### src/hw/dcid_pkg.sv
// constants for the two-processor interrupt delivery core
// assumes one 10 MHz clock and a register window of 256KB seen through an 18-bit byte address
package dcid_pkg;
	// source population: ids 0..15 external, 16 error, 17..20 interprocessor, 21..24 timer
	localparam int NCPU      = 2;
	localparam int NEXT      = 16;
	localparam int NDIST     = 17;
	localparam int NINT      = 4;
	localparam int NSRC      = 25;
	localparam int IPI_BASE  = 17;
	localparam int TMR_BASE  = 21;
	localparam int PRIO_W    = 4;
	localparam int ID_W      = 5;
	localparam int VEC_W     = 8;
	localparam int NLVL      = 15;
	localparam int ISR_W     = 40;
	localparam int ISR_ID_LSB = 15;
	localparam int ADDR_W    = 18;
	localparam int DATA_W    = 32;

	// per-source configuration word fields
	localparam int CFG_VEC_LSB   = 0;
	localparam int CFG_PRIO_LSB  = 16;
	localparam int CFG_POL_BIT   = 22;
	localparam int CFG_SENSE_BIT = 23;
	localparam int CFG_DEST_LSB  = 24;
	localparam int CFG_ACT_BIT   = 30;
	localparam int CFG_MASK_BIT  = 31;
	localparam logic [31:0] CFG_RW_MASK = 32'h83cf00ff;
	localparam logic [31:0] CFG_RST     = 32'h80000000;

	// register offsets; bit CPU_SEL_BIT picks processor 1 for per-processor registers
	localparam int CFG_SPAN_LSB = 7;
	localparam int CPU_SEL_BIT  = 12;
	localparam logic [ADDR_W-1:0] CFG_BASE = 18'h10000;
	localparam logic [ADDR_W-1:0] SPUR_OFF = 18'h010e0;
	localparam logic [ADDR_W-1:0] PCLR_OFF = 18'h20010;
	localparam logic [ADDR_W-1:0] DISP_OFF = 18'h20040;
	localparam logic [ADDR_W-1:0] TASK_OFF = 18'h20080;
	localparam logic [ADDR_W-1:0] IACK_OFF = 18'h200a0;
	localparam logic [ADDR_W-1:0] EOI_OFF  = 18'h200b0;

	localparam logic [VEC_W-1:0]  SPUR_RST = 8'hff;
	localparam logic [PRIO_W-1:0] TASK_RST = 4'hf;
	localparam logic [PRIO_W-1:0] PRIO_OFF = 4'h0;
endpackage

### src/hw/dcid_core.sv
// two-processor interrupt delivery core: pending stage, selectors, held requests, in-service sets, router
// assumes synchronous request pins, timer events as one-cycle pulses, and a simple no-wait register port
`timescale 1ns/10ps

module dcid_core #(
	parameter int NEXT_P = dcid_pkg::NEXT
) (
	// clock and reset
	input  wire logic                         clk_i,
	input  wire logic                         rst_i,
	// register port
	input  wire logic [dcid_pkg::ADDR_W-1:0]  addr_i,
	input  wire logic [dcid_pkg::DATA_W-1:0]  wr_data_i,
	input  wire logic [3:0]                   wr_be_i,
	input  wire logic                         wr_i,
	input  wire logic                         rd_i,
	output logic      [dcid_pkg::DATA_W-1:0]  rd_data_o,
	// interrupt sources
	input  wire logic [NEXT_P-1:0]            ext_irq_i,
	input  wire logic                         err_irq_i,
	input  wire logic [dcid_pkg::NINT-1:0]    timer_evt_i,
	// processor interrupt pins
	output logic      [dcid_pkg::NCPU-1:0]    cpu_int_o
);
	localparam int NCPU  = dcid_pkg::NCPU;
	localparam int NSRC  = dcid_pkg::NSRC;
	localparam int NDIST = dcid_pkg::NDIST;
	localparam int NINT  = dcid_pkg::NINT;
	localparam int PW    = dcid_pkg::PRIO_W;
	localparam int IW    = dcid_pkg::ID_W;
	localparam int VW    = dcid_pkg::VEC_W;
	localparam int DW    = dcid_pkg::DATA_W;
	localparam int AW    = dcid_pkg::ADDR_W;
	localparam int IPI_BASE_I = dcid_pkg::IPI_BASE;

	// registers
	logic [DW-1:0]        cfg_q      [NSRC];
	logic [DW-1:0]        cfg_d      [NSRC];
	logic [PW-1:0]        task_q     [NCPU];
	logic [PW-1:0]        task_d     [NCPU];
	logic [VW-1:0]        spur_q;
	logic [VW-1:0]        spur_d;
	logic [NDIST-1:0]     in_q;
	logic [NDIST-1:0]     in_prev_q;
	logic [NDIST-1:0]     pend_q;
	logic [NDIST-1:0]     pend_d;
	logic [2*NINT-1:0]    ipend_q    [NCPU];
	logic [2*NINT-1:0]    ipend_d    [NCPU];
	logic [NCPU-1:0]      sel_v_q;
	logic [PW-1:0]        sel_p_q    [NCPU];
	logic [IW-1:0]        sel_id_q   [NCPU];
	logic [NCPU-1:0]      hold_v_q;
	logic [NCPU-1:0]      hold_v_d;
	logic [PW-1:0]        hold_p_q   [NCPU];
	logic [PW-1:0]        hold_p_d   [NCPU];
	logic [IW-1:0]        hold_id_q  [NCPU];
	logic [IW-1:0]        hold_id_d  [NCPU];
	logic [dcid_pkg::ISR_W-1:0] isr_q [NCPU];
	logic [dcid_pkg::ISR_W-1:0] isr_d [NCPU];
	logic [NCPU-1:0]      int_q;
	logic [NCPU-1:0]      int_d;
	logic [DW-1:0]        rd_data_q;
	logic [DW-1:0]        rd_data_d;

	// combinational
	logic [NDIST-1:0]     act_lvl;
	logic [NDIST-1:0]     pend_out;
	logic [NSRC-1:0]      req        [NCPU];
	logic [NCPU-1:0]      sel_v_d;
	logic [PW-1:0]        sel_p_d    [NCPU];
	logic [IW-1:0]        sel_id_d   [NCPU];
	logic [PW-1:0]        isr_top    [NCPU];
	logic [IW-1:0]        eoi_id     [NCPU];
	logic [NCPU-1:0]      ack;
	logic [NCPU-1:0]      ack_ok;
	logic [NCPU-1:0]      end_of_interrupt;
	logic [NCPU-1:0]      tsk_wr;
	logic [NSRC-1:0]      acked      [NCPU];
	logic [AW-1:0]        addr_pc;
	logic [AW-1:0]        addr_w;
	logic                 addr_cpu;
	logic                 cfg_hit;
	logic [IW-1:0]        cfg_idx;
	logic [DW-1:0]        bmask;
	logic [NSRC-1:0]      src_act;

	// address split: per-processor registers differ only in one address bit
	always_comb begin
		// lanes inside one word reach the same register, so narrow accesses decode alike
		addr_w = {addr_i[AW-1:2], 2'b00};
		addr_pc = addr_w;
		addr_pc[dcid_pkg::CPU_SEL_BIT] = 1'b0;
		addr_cpu = addr_i[dcid_pkg::CPU_SEL_BIT];
		cfg_idx = addr_i[dcid_pkg::CFG_SPAN_LSB-1:2];
		cfg_hit = (addr_i[AW-1:dcid_pkg::CFG_SPAN_LSB] == dcid_pkg::CFG_BASE[AW-1:dcid_pkg::CFG_SPAN_LSB])
			&& (cfg_idx < IW'(NSRC));
		bmask = {{8{wr_be_i[3]}}, {8{wr_be_i[2]}}, {8{wr_be_i[1]}}, {8{wr_be_i[0]}}};
		for (int c = 0; c < NCPU; c++) begin
			ack[c]    = rd_i && addr_pc == dcid_pkg::IACK_OFF && addr_cpu == c[0];
			end_of_interrupt[c]    = wr_i && addr_pc == dcid_pkg::EOI_OFF && addr_cpu == c[0];
			tsk_wr[c] = wr_i && wr_be_i[0] && addr_pc == dcid_pkg::TASK_OFF && addr_cpu == c[0];
		end
	end

	// pending stage outputs and per-processor qualification
	always_comb begin
		for (int i = 0; i < NDIST; i++) begin
			act_lvl[i] = cfg_q[i][dcid_pkg::CFG_POL_BIT] ? in_q[i] : ~in_q[i];
			pend_out[i] = cfg_q[i][dcid_pkg::CFG_SENSE_BIT] ? act_lvl[i] : pend_q[i];
		end
		for (int c = 0; c < NCPU; c++) begin
			for (int i = 0; i < NSRC; i++) begin
				if (i < NDIST) begin
					req[c][i] = pend_out[i] && cfg_q[i][dcid_pkg::CFG_DEST_LSB+c];
				end else begin
					req[c][i] = ipend_q[c][i-NDIST];
				end
				req[c][i] = req[c][i] && !cfg_q[i][dcid_pkg::CFG_MASK_BIT]
					&& cfg_q[i][dcid_pkg::CFG_PRIO_LSB+:PW] != dcid_pkg::PRIO_OFF;
			end
		end
	end

	// selector: highest priority qualified request, lowest id on a tie
	// both selectors see a shared external request; the router lets only one pin rise for it
	always_comb begin
		for (int c = 0; c < NCPU; c++) begin
			sel_v_d[c] = 1'b0;
			sel_p_d[c] = '0;
			sel_id_d[c] = '0;
			for (int i = 0; i < NSRC; i++) begin
				if (req[c][i] && (!sel_v_d[c] || cfg_q[i][dcid_pkg::CFG_PRIO_LSB+:PW] > sel_p_d[c])) begin
					sel_v_d[c] = 1'b1;
					sel_p_d[c] = cfg_q[i][dcid_pkg::CFG_PRIO_LSB+:PW];
					sel_id_d[c] = IW'(i);
				end
			end
		end
	end

	// held request, acknowledge and in-service bookkeeping
	always_comb begin
		for (int c = 0; c < NCPU; c++) begin
			hold_v_d[c] = ack[c] ? hold_v_q[c] : sel_v_q[c];
			hold_p_d[c] = ack[c] ? hold_p_q[c] : sel_p_q[c];
			hold_id_d[c] = ack[c] ? hold_id_q[c] : sel_id_q[c];
			// a request that vanished or got masked before the ack gets the spurious vector
			ack_ok[c] = ack[c] && hold_v_q[c] && req[c][hold_id_q[c]];
			acked[c] = '0;
			if (ack_ok[c]) begin
				acked[c][hold_id_q[c]] = 1'b1;
			end
			isr_top[c] = '0;
			for (int l = 1; l <= dcid_pkg::NLVL; l++) begin
				if (isr_q[c][l-1]) begin
					isr_top[c] = PW'(l);
				end
			end
			// end-of-interrupt target: the in-service source at the top level
			eoi_id[c] = '0;
			for (int i = 0; i < NSRC; i++) begin
				if (isr_q[c][dcid_pkg::ISR_ID_LSB+i] && cfg_q[i][dcid_pkg::CFG_PRIO_LSB+:PW] == isr_top[c]) begin
					eoi_id[c] = IW'(i);
				end
			end
			// an end-of-interrupt with nothing in service changes nothing
			isr_d[c] = isr_q[c];
			if (ack_ok[c]) begin
				isr_d[c][hold_p_q[c]-PW'(1)] = 1'b1;
				isr_d[c][dcid_pkg::ISR_ID_LSB+int'(hold_id_q[c])] = 1'b1;
			end else if (end_of_interrupt[c] && isr_top[c] != dcid_pkg::PRIO_OFF) begin
				isr_d[c][isr_top[c]-PW'(1)] = 1'b0;
				isr_d[c][dcid_pkg::ISR_ID_LSB+int'(eoi_id[c])] = 1'b0;
			end
		end
	end

	// pending latches: capture wins over clear in the same cycle
	always_comb begin
		for (int i = 0; i < NDIST; i++) begin
			pend_d[i] = pend_q[i];
			if (acked[0][i] || acked[1][i]) begin
				pend_d[i] = 1'b0;
			end
			if (wr_i && wr_be_i[i/8] && addr_w == dcid_pkg::PCLR_OFF && wr_data_i[i]) begin
				pend_d[i] = 1'b0;
			end
			if (act_lvl[i] && !(cfg_q[i][dcid_pkg::CFG_POL_BIT] ? in_prev_q[i] : ~in_prev_q[i])) begin
				pend_d[i] = 1'b1;
			end
		end
		for (int c = 0; c < NCPU; c++) begin
			for (int k = 0; k < 2*NINT; k++) begin
				ipend_d[c][k] = ipend_q[c][k] && !acked[c][IPI_BASE_I+k];
				if (cfg_q[IPI_BASE_I+k][dcid_pkg::CFG_DEST_LSB+c]) begin
					if (k < NINT) begin
						if (wr_i && wr_be_i[0] && addr_w == dcid_pkg::DISP_OFF && wr_data_i[k]) begin
							ipend_d[c][k] = 1'b1;
						end
					end else if (timer_evt_i[k-NINT]) begin
						ipend_d[c][k] = 1'b1;
					end
				end
			end
		end
	end

	// router
	always_comb begin
		for (int c = 0; c < NCPU; c++) begin
			logic ext;
			logic other_dest;
			logic in_other;
			logic wins_task;
			ext = hold_id_q[c] < IW'(NDIST);
			other_dest = cfg_q[hold_id_q[c]][dcid_pkg::CFG_DEST_LSB+1-c];
			in_other = isr_q[1-c][dcid_pkg::ISR_ID_LSB+int'(hold_id_q[c])];
			// processor 0 takes the tie
			wins_task = (c == 0) ? (task_q[0] <= task_q[1]) : (task_q[1] < task_q[0]);
			int_d[c] = hold_v_q[c]
				&& hold_p_q[c] > isr_top[c] && hold_p_q[c] > task_q[c]
				&& (!ext
					|| !other_dest
					|| (!in_other && wins_task));
		end
	end

	// register writes and read answer
	always_comb begin
		for (int i = 0; i < NSRC; i++) begin
			cfg_d[i] = cfg_q[i];
			src_act[i] = isr_q[0][dcid_pkg::ISR_ID_LSB+i] || isr_q[1][dcid_pkg::ISR_ID_LSB+i]
				|| (i < NDIST ? pend_out[i] : (ipend_q[0][i-NDIST] || ipend_q[1][i-NDIST]));
		end
		if (wr_i && cfg_hit) begin
			cfg_d[cfg_idx] = (cfg_q[cfg_idx] & ~(bmask & dcid_pkg::CFG_RW_MASK))
				| (wr_data_i & bmask & dcid_pkg::CFG_RW_MASK);
		end
		spur_d = spur_q;
		if (wr_i && wr_be_i[0] && addr_w == dcid_pkg::SPUR_OFF) begin
			spur_d = wr_data_i[VW-1:0];
		end
		for (int c = 0; c < NCPU; c++) begin
			task_d[c] = tsk_wr[c] ? wr_data_i[PW-1:0] : task_q[c];
		end
	end

	// read answer: stands one cycle after the strobe, zero otherwise
	always_comb begin
		rd_data_d = '0;
		if (rd_i) begin
			if (cfg_hit) begin
				rd_data_d = cfg_q[cfg_idx] & dcid_pkg::CFG_RW_MASK;
				rd_data_d[dcid_pkg::CFG_ACT_BIT] = src_act[cfg_idx];
			end else if (addr_pc == dcid_pkg::TASK_OFF) begin
				rd_data_d[PW-1:0] = task_q[addr_cpu];
			end else if (addr_pc == dcid_pkg::IACK_OFF) begin
				rd_data_d[VW-1:0] = ack_ok[addr_cpu] ? cfg_q[hold_id_q[addr_cpu]][dcid_pkg::CFG_VEC_LSB+:VW] : spur_q;
			end else if (addr_w == dcid_pkg::SPUR_OFF) begin
				rd_data_d[VW-1:0] = spur_q;
			end
		end
	end

	// configuration, task priorities and spurious vector
	always_ff @(posedge clk_i) begin
		if (rst_i) begin
			for (int i = 0; i < NSRC; i++) begin
				cfg_q[i] <= dcid_pkg::CFG_RST;
			end
			for (int c = 0; c < NCPU; c++) begin
				task_q[c] <= dcid_pkg::TASK_RST;
			end
			spur_q <= dcid_pkg::SPUR_RST;
		end else begin
			cfg_q  <= cfg_d;
			task_q <= task_d;
			spur_q <= spur_d;
		end
	end

	// pending stage: sampled inputs, edge history and latches
	// edge history resets equal to the sampled inputs, so reset never looks like an edge
	always_ff @(posedge clk_i) begin
		if (rst_i) begin
			in_q      <= '0;
			in_prev_q <= '0;
			pend_q    <= '0;
			for (int c = 0; c < NCPU; c++) begin
				ipend_q[c] <= '0;
			end
		end else begin
			in_q      <= NDIST'({err_irq_i, ext_irq_i});
			in_prev_q <= in_q;
			pend_q    <= pend_d;
			ipend_q   <= ipend_d;
		end
	end

	// selector pipeline and held request
	// the held copy is what an acknowledge returns, so it must not move under the read
	always_ff @(posedge clk_i) begin
		if (rst_i) begin
			sel_v_q  <= '0;
			hold_v_q <= '0;
			for (int c = 0; c < NCPU; c++) begin
				sel_p_q[c]   <= '0;
				sel_id_q[c]  <= '0;
				hold_p_q[c]  <= '0;
				hold_id_q[c] <= '0;
			end
		end else begin
			sel_v_q   <= sel_v_d;
			sel_p_q   <= sel_p_d;
			sel_id_q  <= sel_id_d;
			hold_v_q  <= hold_v_d;
			hold_p_q  <= hold_p_d;
			hold_id_q <= hold_id_d;
		end
	end

	// in-service sets
	always_ff @(posedge clk_i) begin
		if (rst_i) begin
			for (int c = 0; c < NCPU; c++) begin
				isr_q[c] <= '0;
			end
		end else begin
			isr_q <= isr_d;
		end
	end

	// pins and read answer, both straight from flip-flops
	always_ff @(posedge clk_i) begin
		if (rst_i) begin
			int_q     <= '0;
			rd_data_q <= '0;
		end else begin
			int_q     <= int_d;
			rd_data_q <= rd_data_d;
		end
	end

	assign rd_data_o = rd_data_q;
	assign cpu_int_o = int_q;
endmodule

### config.mk
export PLATFORM = sky130hd
export DESIGN_NAME = dcid_core
export DESIGN_NICKNAME = d
export VERILOG_FILES = /design/src/hw/dcid_pkg.sv /design/src/hw/dcid_core.sv
export SDC_FILE = /design/constraint.sdc
export NUM_CORES = 2
export LEC_CHECK = 0
export ABC_AREA = 0
export BUFFER_PORTS_ARGS = -buffer_cell sky130_fd_sc_hd__buf_2
export CORE_ASPECT_RATIO = 0.7
export CORE_MARGIN = 10
export CORE_UTILIZATION = 28
export DETAILED_ROUTE_END_ITERATION = 12
export HOLD_SLACK_MARGIN = 0.15
export PLACE_DENSITY = 0.41
export SLEW_MARGIN = 20
export SYNTH_ARGS = -nofsm -noshare
export SYNTH_HDL_FRONTEND = slang
export SYNTH_SLANG_ARGS = --single-unit
### constraint.sdc
create_clock -name clk_i -period 40.3 [get_ports clk_i]
set_clock_uncertainty 0.15 [all_clocks]
set_input_delay 6.045 -clock clk_i [delete_from_list [all_inputs] [get_ports clk_i]]
set_output_delay 6.045 -clock clk_i [all_outputs]
set_load 0.01 [all_outputs]
After elaboration in Yosys (flattened, before gate mapping)
Cells that the tools add are included.
- $add $sub $neg: 8
- magnitude comparators: 85
- eq/ne operators: 55
- multiplexer cells: 427
- bitwise gates (word level): 58
- reductions and logical operators: 617
- operators with widths (cell ; count):
    $bwmux W800 ; 1
    $bmux W32 S5 ; 4
    $mux W5 ; 94
    $mux W4 ; 83
    $logic_and A1 B1 Y1 ; 328
    $mux W1 ; 209
    $gt A4 B4 Y1 ; 52
    $eq A4 B4 Y1 ; 48
    $and A40 B40 Y40 ; 4
    $demux W32 S5 ; 1
    $mux W40 ; 4
    $logic_or A1 B1 Y1 ; 127
    $logic_not A1 Y1 ; 112
    $reduce_bool A4 Y1 ; 27
    $mux W25 ; 4
    $mux W32 ; 3
    $not A16 Y40 ; 2
    $not A40 Y40 ; 2
    $or A40 B16 Y40 ; 2
    $or A40 B40 Y40 ; 2
    $and A32 B32 Y32 ; 2
    $ge A32 B1 Y1 const B ; 2
    $mux W26 ; 2
    $reduce_bool A3 Y1 ; 17
    other kinds (34) ; 118
- bits in registers: 1037
- input port bits: 79
- output and inout port bits: 34
- logic and storage cells: 1317

Longest topological paths before layout
- word-level depth: 103
- gate-level depth with buffers: 218
- mapped depth without buffers: 212

Worst setup path before layout
No wires, ideal clock.
- path type: reg2reg
- from: reg cfg_q[787] in the netlist's numbering
- to: reg sel_p_q[6] in the netlist's numbering
- library setup time: 78 ps
- arrival: 36061 ps
- data required time: 40072 ps
- slack: 4012 ps
- stages on the path, launching flop included: 193
- buffers on the path: 9
- cells stage by stage: dfxtp_1 -> or4_4 -> o2111a_1 -> buf_6 -> nand2_1 -> ha_1 -> nor2b_1 -> o21a_1 -> nor3_1 -> o21ai_1 -> a32o_1 -> inv_1 -> ha_1 -> nor2b_1 -> o21a_1 -> o21a_1 -> o21ai_0 -> a21o_1 -> (+157 left out) -> nor2b_1 -> o21ai_0 -> nand2b_1 -> a21oi_1 -> a41o_1 -> a21o_1 -> clkbuf_1 -> nor2_1 -> a21o_1 -> ha_1 -> nor2b_1 -> o21ai_0 -> nand2b_1 -> a21oi_1 -> a41oi_1 -> o21bai_1 -> nand2_1 -> o22ai_1
- word-level cells in the longest chain between the ends: 99
- elaborated cells between the ends (all ways): 147
- classes of those cells: order compare (24); mux (49); reduce/logical (74)
- ends and longest elaborated chain (item ; RTL line ; source):
    start, declared ; dcid_core.sv:37 ; logic [DW-1:0] cfg_q [NSRC];
    start signal, assigned by index ; dcid_core.sv:269 ; cfg_q[i] <= dcid_pkg::CFG_RST;
    start signal, assigned ; dcid_core.sv:276 ; cfg_q <= cfg_d;
    $reduce_bool A4 Y1 ; dcid_core.sv:119 ; && cfg_q[i][dcid_pkg::CFG_PRIO_LSB+:PW] != dcid_pkg::PRIO_OFF;
    $logic_and A1 B1 Y1 ; dcid_core.sv:119 ;
    $mux W4 / $mux W1 (equally long branches) ; dcid_core.sv:132 ; if (req[c][i] && (!sel_v_d[c] || cfg_q[i][dcid_pkg::CFG_PRIO_LSB+:PW] > sel_p_d[c])) begin
    $gt A4 B4 Y1 / $logic_not A1 Y1 (equally long branches) ; dcid_core.sv:132 ;
    $logic_or A1 B1 Y1 ; dcid_core.sv:132 ;
    $logic_and A1 B1 Y1 ; dcid_core.sv:132 ;
    $mux W4 / $mux W1 (equally long branches) ; dcid_core.sv:132 ;
    $gt A4 B4 Y1 / $logic_not A1 Y1 (equally long branches) ; dcid_core.sv:132 ;
    (+83 left out) ; n/a ;
    $gt A4 B4 Y1 / $logic_not A1 Y1 (equally long branches) ; dcid_core.sv:132 ;
    $logic_or A1 B1 Y1 ; dcid_core.sv:132 ;
    $logic_and A1 B1 Y1 ; dcid_core.sv:132 ;
    $mux W4 / $mux W1 (equally long branches) ; dcid_core.sv:132 ;
    $gt A4 B4 Y1 / $logic_not A1 Y1 (equally long branches) ; dcid_core.sv:132 ;
    $logic_or A1 B1 Y1 ; dcid_core.sv:132 ;
    $logic_and A1 B1 Y1 ; dcid_core.sv:132 ;
    $mux W4 (*) ; dcid_core.sv:132 ;
    end signal, assigned ; dcid_core.sv:314 ; sel_p_q <= sel_p_d;
    end, declared ; dcid_core.sv:50 ; logic [PW-1:0] sel_p_q [NCPU];
Mark *: on every way between the ends. The rest lies on a longest branch, timed or not.
A chain may end at the register's enable or synchronous reset.

Final worst setup path
- from: reg cfg_q[790] in the netlist's numbering
- to: reg sel_p_q[7] in the netlist's numbering
- word-level cells in the longest chain between the ends: 102
- elaborated cells between the ends (all ways): 150
- classes of those cells: order compare (24); mux (51); reduce/logical (75)
- ends and longest elaborated chain (item ; RTL line ; source):
    $mux W1 (*) ; dcid_core.sv:108 ; act_lvl[i] = cfg_q[i][dcid_pkg::CFG_POL_BIT] ? in_q[i] : ~in_q[i];
    $mux W1 (*) ; dcid_core.sv:109 ; pend_out[i] = cfg_q[i][dcid_pkg::CFG_SENSE_BIT] ? act_lvl[i] : pend_q[i];
    $logic_and A1 B1 Y1 (*) ; dcid_core.sv:114 ; req[c][i] = pend_out[i] && cfg_q[i][dcid_pkg::CFG_DEST_LSB+c];
    $logic_and A1 B1 Y1 (*) ; dcid_core.sv:118 ; req[c][i] = req[c][i] && !cfg_q[i][dcid_pkg::CFG_MASK_BIT]
    $logic_and A1 B1 Y1 (*) ; dcid_core.sv:119 ;
    $mux W4 / $mux W1 (equally long branches) ; dcid_core.sv:132 ;
    $gt A4 B4 Y1 / $logic_not A1 Y1 (equally long branches) ; dcid_core.sv:132 ;
    $logic_or A1 B1 Y1 ; dcid_core.sv:132 ;
    (+86 left out) ; n/a ;
    $gt A4 B4 Y1 / $logic_not A1 Y1 (equally long branches) ; dcid_core.sv:132 ;
    $logic_or A1 B1 Y1 ; dcid_core.sv:132 ;
    $logic_and A1 B1 Y1 ; dcid_core.sv:132 ;
    $mux W4 / $mux W1 (equally long branches) ; dcid_core.sv:132 ;
    $gt A4 B4 Y1 / $logic_not A1 Y1 (equally long branches) ; dcid_core.sv:132 ;
    $logic_or A1 B1 Y1 ; dcid_core.sv:132 ;
    $logic_and A1 B1 Y1 ; dcid_core.sv:132 ;
    $mux W4 (*) ; dcid_core.sv:132 ;
Marks and branches as above.

==> results.cfg <==
[detailed_routing]
ant_nets = 0
wire_per_inst_um = 29.14
drt_iter0_markers = 5916
vias_per_cell = 5.772
route.vias.total = 46800
drt-pass1-iter-count = 6
wl_um = 236200
drcViolationCount = 0

[cells_and_area]
multiInputGateArea_um2 = 31400
syn_to_final_growth_pct = 14.71
fin_nets = 6112
fill_cells = 17430
fin_area_um2 = 52700
drive_gt1_share_pct = 15.55
final-seq-area_um2 = 12970

[global_route]
grt_pass1_wl_um = 331600
grt_start_max_net_pins = 197
grt_remaining_overflow = 0
gr-usage-all-layers_pct = 24.71
grt_pass1_vias = 42440
antenna_found_initial = 12

[yosys]
synthArstFlopShare_pct = 0
syn_area_um2 = 45940
ys_seq_elements = 648
synth-edff-count = 0
synth_area_per_cell_um2 = 7.842
yosys.area.top_type_share_pct = 28.24
synth_cells = 5858
synthDistinctLibCells = 135
yosysSeqAreaShare_pct = 28.24
synth_top_cell_by_area = dfxtp_1
synth_flop_cell = dfxtp_1
synth.area.top_cells = dfxtp_1, nand2_1, mux4_2, a21oi_1, ha_1
synth_most_common_cell = nand2_1
yosys-top-cells-count = nand2_1, dfxtp_1, a21oi_1
ys.warnings.count = 0

[floorplanning]
start_util_pct = 28.15
rows = 124
io_pins = 113
die_w_um = 504.1
dieArea_um2 = 180900
core_um2 = 163200
die_y_um = 358.9

[hold_path]
whs_endpoint = cfg_q[119]
hp-class = flip-flop to flip-flop
hold_path.startpoint = cfg_q[119]
min_path_cells = 2

[sta]
slew_headroom_pct = 18.23
tns_ns = 0
max_freq_mhz = 26.38
holdWs_ns = 0.2989
fin_crit_ns = 37.91
setup_viol = 0
drv_slew = 0
finalCritPeriodShare_pct = 94.08
tightest_slew_ns = 1.227
final-hold-violation-count = 0

[critical_path]
crit_family = compound AO/OA/AOI/OAI gates
rrSetupSlack_ns = 2.39
path_max_fanout = 11
crit_required_ns = 40.73
critPathSlowestCell = or4_1
arrival_ns = 38.34
crit_path_frequent_cell = ha_1
cp_slowest_stage_delay_ns = 0.62
start_kind = flip-flop
worst-path-buf-inv = 18
rr_startpoint = cfg_q[790]
r2r_cells = 195
r2r-end = sel_p_q[7]
critPathKind = flip-flop to flip-flop
cp-end-kind = flip-flop

[pwr]
p_leak_uw = 0.01850
vdd_drop_max_mv = 0.02994
p_per_area_nw_per_um2 = 28.69

[clocking]
cts_sinks = 648
path_clk_slew_ns = 0.06
cts_inserted_buffers = 78
clkLatencyLatePin_ns = 0.74
tritoncts = done
h-tree-depth = 3
cts-root-buf = clkbuf_16
clockBufferDepth = 3

[place]
placed_area_um2 = 49280
gp_congestion = 0.9636
portBuffers = 89
dp_hpwl_um = 174600

[job]
cap_violations = 0

[outcome]
outcome = finished clean
power breakdown:
group / total [µW] / internal [µW] / switching (µW)
sequential: 646 / 643 / 3.38
clock: 778 / 441 / 336
combinational: 88.1 / 21.5 / 66.6
layout by cell type, fill, tap and decap left out, types with 17 or more instances in the layout:
| master | instances |
|---|---|
| buf_2 | 85 |
| o211ai_1 | 86 |
| o22ai_1 | 34 |
| o21ai_1 | 20 |
| mux2_2 | 39 |
| ha_1 | 191 |
| and3_1 | 36 |
| a31oi_1 | 37 |
| a211oi_1 | 107 |
| o21ai_0 | 184 |
| nand4_1 | 42 |
| buf_4 | 219 |
| a21o_1 | 31 |
| mux2i_1 | 88 |
| nand2_1 | 1152 |
| a21oi_2 | 20 |
| xor2_1 | 26 |
| a21oi_1 | 598 |
| a22oi_1 | 22 |
| nor4_1 | 44 |
| xnor2_1 | 194 |
| nor2b_1 | 96 |
| o21a_1 | 33 |
| o21ai_2 | 18 |
| clkbuf_16 | 78 |
| inv_1 | 184 |
| nand3_1 | 156 |
| mux4_2 | 188 |
| and2_1 | 61 |
| or2_2 | 18 |
| nor3_1 | 121 |
| nor2_2 | 19 |
| dfxtp_1 | 646 |
| nor2_1 | 426 |
| nand2b_1 | 46 |
| nand3b_1 | 17 |
kinds of logic after synthesis:
group	after synthesis	synth area share (%)
flip-flops	648	28.24
adder cells (fa/ha/maj)	205	5.521
multiplexers	338	12.71
other	1	0.008163
AO/OA/AOI/OAI	1493	21.17
XOR/XNOR	222	4.232
AND/OR/NAND/NOR	2341	22.87
buffers and inverters	610	5.248
layer usage:
layer  part of all wire (%)  global-route usage, %  up-vias
li1                       -                      -    20890
met1                     49                  38.99    23270
met2                     38                  32.30     2366
met3                     11                  6.391      266
met4                    2.5                  5.785        4
met5                  0.012                      0        -
layout make-up:
type	instances	share of cell area, %
Antenna cell	4	0.01899
Clock buffer	110	4.236
Clock inverter	28	0.8690
Inverter	190	1.353
Multi-Input combinational cell	4614	59.59
Sequential cell	648	24.62
Tap cell	2205	5.235
Timing Repair Buffer	309	4.074
worst max-delay path by stage:
stage          startpoint          to  cells after the start
6_report       cfg_q[790]  sel_p_q[7]                    195
3_5_place_dp   cfg_q[790]  sel_p_q[7]                    197
4_1_cts        cfg_q[786]  sel_p_q[2]                    199
2_1_floorplan  cfg_q[787]  sel_p_q[6]                    192
3_3_place_gp   cfg_q[790]  sel_p_q[4]                    197
5_1_grt        cfg_q[787]  sel_p_q[2]                    201
repair_timing:
action,4_1_cts,5_1_grt
setup endpoints to repair,15,18
hold buffers,0,0
buffers inserted,2,26
gates cloned,0,1
pin swaps,1,16
gates resized for setup,3,110
flip-flops by register name, indices dropped and copies added, names as in the netlist:
| signal | cells |
|---|---|
| sel_id_q | 10 |
| spur_q | 8 |
| in_prev_q | 17 |
| task_q | 8 |
| cpu_int_o | 2 |
| in_q | 17 |
| isr_q | 80 |
| hold_p_q | 8 |
| hold_v_q | 2 |
| cfg_q | 425 |
| sel_v_q | 2 |
| ipend_q | 16 |
| pend_q | 17 |
| rd_data_o | 18 |
| hold_id_q | 10 |
| sel_p_q | 8 |
worst min-delay path: stages (launching register included):
cell	delay, ns
dfxtp_1	0.30
nand2_1	0.05
a21oi_1	0.05
through the flow:
step / std cells / power (µW) / setup slack [ns] / utilization [%]
6_report: 8108 / 1512 / 2.387 / 32.29
3_5_place_dp: 7937 / 746.8 / -0.09718 / 30.19
2_1_floorplan: 5871 / 707.0 / 4.012 / -
3_3_place_gp: 7937 / 746.5 / 0.1929 / 30.18
4_1_cts: 8077 / 1523 / 0.1056 / 31.86
5_1_grt: 8104 / 1553 / -0.1469 / 32.28
No activity file was read; power rests on OpenSTA's default activity.
